### config.mk
export PLATFORM = sky130hd
export DESIGN_NAME = srs_unit
export DESIGN_NICKNAME = d
export VERILOG_FILES = /design/src/rtl/srs_pkg.sv /design/src/rtl/srs_core.sv /design/src/rtl/srs_unit.sv
export SDC_FILE = /design/constraint.sdc
export NUM_CORES = 1
export LEC_CHECK = 0
export BUFFER_PORTS_ARGS = -buffer_cell sky130_fd_sc_hd__buf_2
export CORE_UTILIZATION = 51
export CTS_CLUSTER_SIZE = 8
export DETAILED_ROUTE_END_ITERATION = 10
export PLACE_DENSITY_LB_ADDON = 0.25
export SYNTH_ARGS = -nofsm -noshare
export SYNTH_HDL_FRONTEND = slang
export SYNTH_SLANG_ARGS = --single-unit
### constraint.sdc
create_clock -name clk_sys -period 1.46 [get_ports clk_sys]
set_input_delay 0.073 -clock clk_sys [delete_from_list [all_inputs] [get_ports clk_sys]]
set_output_delay 0.073 -clock clk_sys [all_outputs]
set_load 0.05 [all_outputs]
### src/rtl/srs_pkg.sv
// Package of constants and operation codes for the shift and rotate unit.
`default_nettype none
package srs_pkg;
    localparam int WORD_W = 32;
    localparam int HALF_W = 16;
    localparam int CTL_W = 16;
    localparam int CNT_W = 14;
    // Control word bit positions, numbered from the least significant end.
    localparam int CTL_DIR_BIT = 15;
    localparam int CTL_SIZE_BIT = 14;
    localparam int CTL_CNT_MSB = 13;
    localparam logic [31:0] RESULT_RST = 32'h0000_0000;
    typedef enum logic [3:0]
    {
        OP_CIRCULAR_TURN,
        OP_SIGN_KEEPING_SHIFT,
        OP_PLAIN_FULL_SHIFT,
        OP_FULL_LEFT_BY_ONE,
        OP_FULL_LEFT_BY_TWO,
        OP_FULL_RIGHT_BY_ONE,
        OP_FULL_RIGHT_BY_TWO,
        OP_UPPER_LEFT_BY_ONE,
        OP_UPPER_LEFT_BY_TWO,
        OP_UPPER_RIGHT_BY_ONE,
        OP_UPPER_RIGHT_BY_TWO
    } srs_op_t;
endpackage
`default_nettype wire

### src/rtl/srs_core.sv
// Fixed one- and two-place shifter for the upper half of the register.
`timescale 1ns/1ps
`default_nettype none
module srs_core
(
    input wire logic [15:0] in_val,
    input wire logic right,
    input wire logic by_two,
    output logic [15:0] out_half
);
    // Vacated places fill with zeros; the lower half never passes through here.
    always_comb
    begin
        if (right)
            out_half = by_two ? {2'b00, in_val[15:2]} : {1'b0, in_val[15:1]};
        else
            out_half = by_two ? {in_val[13:0], 2'b00} : {in_val[14:0], 1'b0};
    end
endmodule
`default_nettype wire

### src/rtl/srs_unit.sv
// Shift and rotate datapath for a 32-bit general register.
`timescale 1ns/1ps
`default_nettype none
// How it works
// - Rotate wraps bits using control word.
// - Only low 16 operand bits control.
// - Bit 1 direction, bit 2 size.
// - Bits 3 to 16 are count.
// - Arithmetic shift keeps the top bit.
// - Plain shift moves every bit.
// - Full left by one.
// - Full left by two.
// - Full right by one.
// - Full right by two.
// - Upper half left by one.
// - Upper half left by two.
// - Upper half right by one.
// - Upper half right by two.
module srs_unit
(
    input wire logic clk_sys,
    input wire logic rstn,
    input wire logic op_valid,
    input wire srs_pkg::srs_op_t op_code,
    input wire logic [31:0] reg_in,
    input wire logic [31:0] operand,
    output logic [31:0] result,
    output logic result_valid
);
    import srs_pkg::*;

    // ----------------------------------------
    // Reset release
    // ----------------------------------------
    logic rst_s1_reg;
    logic rst_s2_reg;
    always_ff @(posedge clk_sys or negedge rstn)
    begin
        if (!rstn)
        begin
            rst_s1_reg <= 1'b0;
            rst_s2_reg <= 1'b0;
        end
        else
        begin
            rst_s1_reg <= 1'b1;
            rst_s2_reg <= rst_s1_reg;
        end
    end
    wire logic rst_n = rst_s2_reg;

    // ----------------------------------------
    // Shift functions
    // ----------------------------------------
    // The count is 14 bits wide, so large counts saturate: shifts clear
    // or sign fill, rotates reduce modulo the width.
    // Rotate/shift over width w; rotates and right shifts use double-width arithmetic, left shifts do not.
    function automatic logic [31:0] do_op(input logic [31:0] v, input logic rt,
                                          input logic [1:0] kind, input logic [13:0] n,
                                          input logic half);
        logic [63:0] d;
        logic [31:0] x;
        logic [31:0] mask;
        logic [5:0] w;
        logic [5:0] k;
        logic s;
        w = half ? 6'd16 : 6'd32;
        x = half ? {16'h0000, v[31:16]} : v;
        mask = half ? 32'h0000_FFFF : 32'hFFFF_FFFF;
        s = x[w-1];
        if (kind == 2'd0)
        begin
            k = half ? {2'b00, n[3:0]} : {1'b0, n[4:0]};
            if (rt)
                k = (k == 6'd0) ? 6'd0 : w - k;
            d = {32'h0000_0000, x} << k;
            x = half ? ((d[31:0] | (d[31:0] >> 16)) & mask) : (d[31:0] | d[63:32]);
        end
        else
        begin
            k = (n > 14'd32) ? 6'd32 : n[5:0];
            if (rt)
            begin
                if (kind == 2'd1)
                    x = (x | (s ? ~mask : 32'h0000_0000));
                d = {(kind == 2'd1 && s) ? 32'hFFFF_FFFF : 32'h0000_0000, x};
                d = d >> k;
                x = d[31:0] & mask;
            end
            else
            begin
                x = (x << k) & mask;
                if (kind == 2'd1)
                    x[w-1] = s;
            end
        end
        return half ? {x[15:0], v[15:0]} : x;
    endfunction

    // ----------------------------------------
    // Datapath
    // ----------------------------------------
    logic [15:0] ctl;
    logic [31:0] res_next;
    logic upper_right;
    logic upper_by_two;
    logic [15:0] upper_shifted;
    assign upper_right = op_code == OP_UPPER_RIGHT_BY_ONE || op_code == OP_UPPER_RIGHT_BY_TWO;
    assign upper_by_two = op_code == OP_UPPER_LEFT_BY_TWO || op_code == OP_UPPER_RIGHT_BY_TWO;
    srs_core u_upper
    (
        .in_val(reg_in[31:16]),
        .right(upper_right),
        .by_two(upper_by_two),
        .out_half(upper_shifted)
    );
    always_comb
    begin
        ctl = operand[15:0];
        res_next = reg_in;
        case (op_code)
            OP_CIRCULAR_TURN:
                res_next = do_op(reg_in, ctl[CTL_DIR_BIT], 2'd0, ctl[CTL_CNT_MSB:0],
                                 ctl[CTL_SIZE_BIT]);
            OP_SIGN_KEEPING_SHIFT:
                res_next = do_op(reg_in, ctl[CTL_DIR_BIT], 2'd1, ctl[CTL_CNT_MSB:0],
                                 ctl[CTL_SIZE_BIT]);
            OP_PLAIN_FULL_SHIFT:
                res_next = do_op(reg_in, ctl[CTL_DIR_BIT], 2'd2, ctl[CTL_CNT_MSB:0],
                                 ctl[CTL_SIZE_BIT]);
            OP_FULL_LEFT_BY_ONE: res_next = {reg_in[30:0], 1'b0};
            OP_FULL_LEFT_BY_TWO: res_next = {reg_in[29:0], 2'b00};
            OP_FULL_RIGHT_BY_ONE: res_next = {1'b0, reg_in[31:1]};
            OP_FULL_RIGHT_BY_TWO: res_next = {2'b00, reg_in[31:2]};
            OP_UPPER_LEFT_BY_ONE: res_next = {upper_shifted, reg_in[15:0]};
            OP_UPPER_LEFT_BY_TWO: res_next = {upper_shifted, reg_in[15:0]};
            OP_UPPER_RIGHT_BY_ONE: res_next = {upper_shifted, reg_in[15:0]};
            OP_UPPER_RIGHT_BY_TWO: res_next = {upper_shifted, reg_in[15:0]};
            default: res_next = reg_in;
        endcase
    end

    always_ff @(posedge clk_sys or negedge rst_n)
    begin
        if (!rst_n)
        begin
            result <= RESULT_RST;
            result_valid <= 1'b0;
        end
        else
        begin
            result_valid <= op_valid;
            if (op_valid)
                result <= res_next;
        end
    end
endmodule
`default_nettype wire

==> results of run 1 <==
-- cell families after synthesis --
| logic type | after synthesis |
|---|---|
| compound gates | 785 |
| simple gates | 690 |
| buf+inv | 239 |
| mux | 181 |
| flops | 35 |
| xor+xnor | 4 |
| fa+ha+maj | 1 |
| other cells | 1 |
-- per-stage QoR --
stage | hold slack [ns] | instance area, um^2
4_1_cts | 0.03939 | 19750
3_5_place_dp | -0.1401 | 18640
3_3_place_gp | -0.1422 | 18640
2_1_floorplan | -0.2226 | 12870
-- layer usage --
metal | global-route usage (%) | overflow
met1 | 83.92 | 10
met4 | 80.64 | 92
met5 | 48.11 | 1
met3 | 75.15 | 12
met2 | 94.28 | 109
-- repair_timing --
action	CTS
buffers inserted	35
resized for setup	157
pin swaps	44
setup endpoints to repair	32
hold buffers	1
hold endpoints to repair	2
==> flow_summary.ini, run 1 <==
[synthesis]
ys_ff_latch = 35
synth_top_area_share_pct = 9.534
synth_mux_area_share_pct = 18.03
synth_compound_area_share_pct = 42.23
syn_area_per_cell_um2 = 6.507
synth_edf_count = 0
synth-simple-area-share_pct = 24.37
yosysMostFrequentCell = nand2_1
yosys_warnings = 0
ys_top_cells_by_area = mux2i_1 9.5%, nand2_1 7.5%, dfrtp_1 7.0%
synth_xor_area_share_pct = 0.2781
synthAdderAreaFrac_pct = 0.09931
synth_common_cells = 253 x nand2_1, 223 x nor2_1, 173 x o21ai_0, 162 x a21oi_1, 157 x clkbuf_1
yosysTopAreaCell = mux2i_1
synth_nets = 2008
synthArstFlopShare_pct = 100.0
synth_top_family_by_area = compound AO/OA/AOI/OAI gates
syn_area_um2 = 12600
synth_cell_types = 86
ys_seq_area_share_pct = 6.952
synth_flop_cell = dfrtp_1
syn_inst = 1936

[clock_network]
cts_root_buf = clkbuf_16
cts-buffers-inserted = 5
clk_path_buf_depth = 2
cts_sinks = 35
cts_max_level = 2

[floorplan]
fp-row-count = 57
die_h_um = 159.2
die_w_um = 159.2
pin_count = 104
initial_core_util_pct = 51.96

[place]
dp_hpwl_mm = 64.02
placed_cells = 2865
io_buffer_count = 87
routabilityCongestion = 1.336
pre_cts_slack_ns = -2.136

[grt]
grt_overflow = 224
grt_max_degree = 47
grt_pass1_wl_mm = 162.7
grtUsageTotal_pct = 83.47
grt_pass1_vias = 25130

[outcome]
stop_error = [ERROR GRT-0116] Global routing finished with congestion. Check the congestion regions in the DRC Viewer.
lastStage = 5_1_grt
outcome = did not finish
==> run 2: changes to the inputs <==
Settings changed: CORE_UTILIZATION 51 to 36, CTS_CLUSTER_SIZE 8 to not set, PLACE_DENSITY_LB_ADDON 0.25 to 0.15.
==> flow_summary.ini, run 2 <==
[floorplan]
die_w_um = 189.1
initial_core_util_pct = 36.56
pin_count = 104
core_um2 = 34460
die_h_um = 189.1
fp-row-count = 68
die-area_um2 = 35750

[final_layout]
largest_reg_flops = 32
top_register = result
design_area_um2 = 22140
drive_above_1_share_pct = 50.02
final_common_cell = buf_4
instances_no_fill = 3169
area.growth.synth_to_final_pct = 75.76
nets = 2784
mostFrequentLayoutCells = 829 x buf_4, 243 x nand2_1, 201 x nor2_1

[setup_path]
start_kind = input pin
reg2reg_to = result[30]
worstSetupEndpointType = flop
path_max_fanout = 17
worst_path_most_repeated_cell = buf_4
crit_slowest_cell = a211oi_2
arrival_ns = 3.49
cp-startpoint = operand[12]
path_cells = buf_2 > buf_4 > nor4_4 > buf_6 > buf_4 > nand3_4 > buf_4 > o21ai_0 > buf_4 > o22ai_1 > a211oi_2 > a21oi_1 > a21oi_2 > a21oi_4 > a2111oi_4 > a21oi_2
reg2reg_slack_ns = 0.18
crit_required_ns = 1.62
worstSetupPathType = input pin to flop
r2r_cells = 5
slowest_delay_ns = 0.55
r2r_start = result[30]

[detailed_routing]
viasPerCell = 6.981
first_iter_violations = 3699
remaining_drc_errors = 0
ant_nets = 0
wl_per_cell_um = 31.48
totalWireLength_mm = 99.76
firstDrtPassIters = 8
vias = 22120

[clock_network]
cts-buffers-inserted = 5
cts_tree = done
cts_root_buf = clkbuf_16
cts_sinks = 35
clk_path_buf_depth = 2
clock_latency_ns = 0.28
cts_max_level = 2
cts.clk_slew.worst_paths_ns = 0.06

[sta]
layout_min_cycle_time_ns = 3.323
finalSetupViolations = 32
rsz0062_at_grt = true
slew_headroom_pct = 27.52
post-route-period-util_pct = 227.6
fin_skew_ns = 0.008916
slew_violations = 0
worst-slew-pin-transition_ns = 1.079
worst_slack_ns = -1.863
max_freq_mhz = 301.0
final_hold_viol_count = 0

[grt]
grt_max_degree = 47
grt_pass1_wl_mm = 141.2
antenna_found_initial = 3
grt_overflow = 0
grt_pass1_vias = 20480
grtUsageTotal_pct = 53.87

[synthesis]
ys_ff_latch = 35
yosysTopAreaCell = mux2i_1
synth_flop_cell = dfrtp_1
synth_edf_count = 0
yosysMostFrequentCell = nand2_1
synth_nets = 2008
syn_area_um2 = 12600
syn_area_per_cell_um2 = 6.507
synth_top_area_share_pct = 9.534
ys_seq_area_share_pct = 6.952
synthArstFlopShare_pct = 100.0
yosys_warnings = 0
synth_common_cells = 253 x nand2_1, 223 x nor2_1, 173 x o21ai_0, 162 x a21oi_1, 157 x clkbuf_1
synth_cell_types = 86
syn_inst = 1936
ys_top_cells_by_area = mux2i_1 9.5%, nand2_1 7.5%, dfrtp_1 7.0%

[place]
dp_hpwl_mm = 77.26
routabilityCongestion = 1.162
dpl-instance-area_um2 = 19450
placed_cells = 3081
io_buffer_count = 87

[power]
p_leak_nw = 9.420
irDropWorstVdd_v = 0.0004368
p_per_area_nw_per_um2 = 472.7

[outcome]
violations = setup timing
outcome = complete, but fails checks

[worst_hold_path]
hp-class = input pin to asynchronous set/reset pin

[flow_run]
drv_cap = 0
==> run 2: cell counts after synthesis <==
Identical to the previous run, type by type.
==> run 2: cells by family (layout without fill, tap and decap cells) <==
kind of cell,after synthesis,count (layout),synth area share (%)
and+or+nand+nor,690,690,24.37
xor gates and xnor gates,4,4,0.2781
adders and majority gates,1,1,0.09930
DFF,35,35,6.952
buffers and inverters,239,1016,8.015
AOI/OAI and AO/OA,785,785,42.23
muxes,181,181,18.03
other,1,2,0.02977
==> run 2: worst max path at each step <==
stage,endpoint,slack (ns)
finish,result[25],-1.86
global placement,result[13],-2.27
global route,result[25],-1.88
floorplan,result[18],-1.92
CTS,result[18],-1.72
detailed placement,result[13],-2.32
==> run 2: where the power goes <==
group	total, mW	internal, mW	switching, mW
logic	8.15	3.31	4.85
clock network	1.08	0.631	0.445
registers	1.24	1.11	0.127
total	10.5	5.05	5.42
==> run 2: area by class of cell <==
class	instances	area, um^2
Clock inverter	2	12.51
Sequential cell	35	875.8
Clock buffer	6	128.9
Antenna cell	1	2.502
Tap cell	455	569.3
Fill cell	3034	12320
Inverter	15	68.82
Multi-Input combinational cell	1662	12660
Timing Repair Buffer	993	7825
==> run 2: timing repair <==
item                                   in CTS  in global routing
pin swaps                                  73                131
endpoints found under the hold margin       2                  0
setup endpoints to repair                  32                 32
setup buffers                              41                 50
hold buffers                                1                  0
resized for setup                         227                188
gates cloned                                1                  1
==> run 2: layer usage <==
| metal | track usage, % | routed length [um] | part of all wire, % |
|---|---|---|---|
| met2 | 79.69 | 40010 | 40 |
| met3 | 18.35 | 14810 | 15 |
| met5 | 0 | 48 | 0.048 |
| met4 | 38.59 | 10690 | 11 |
| met1 | 64.97 | 34200 | 34 |
==> run 2: worst max-delay path: cells and delay by family <==
family	cells	cell delay, ns
and+or+nand+nor	2	0.38
buffers and inverters	6	1.01
AOI/OAI and AO/OA	8	2.02
==> run 2: metrics by stage <==
step	power, mW	setup WS [ns]	TNS, ns	utilization [%]	hold slack [ns]
6_report	10.47	-1.863	-52.59	64.26	0.1185
5_1_grt	10.67	-1.879	-53.85	64.25	0.1372
4_1_cts	9.723	-1.721	-50.69	60.78	0.1135
3_5_place_dp	8.316	-2.322	-67.60	56.45	-0.1385
3_3_place_gp	8.280	-2.269	-66.49	56.45	-0.1375
2_1_floorplan	4.579	-1.919	-53.34	-	-0.2226
No activity file was read; power rests on OpenSTA's default activity.
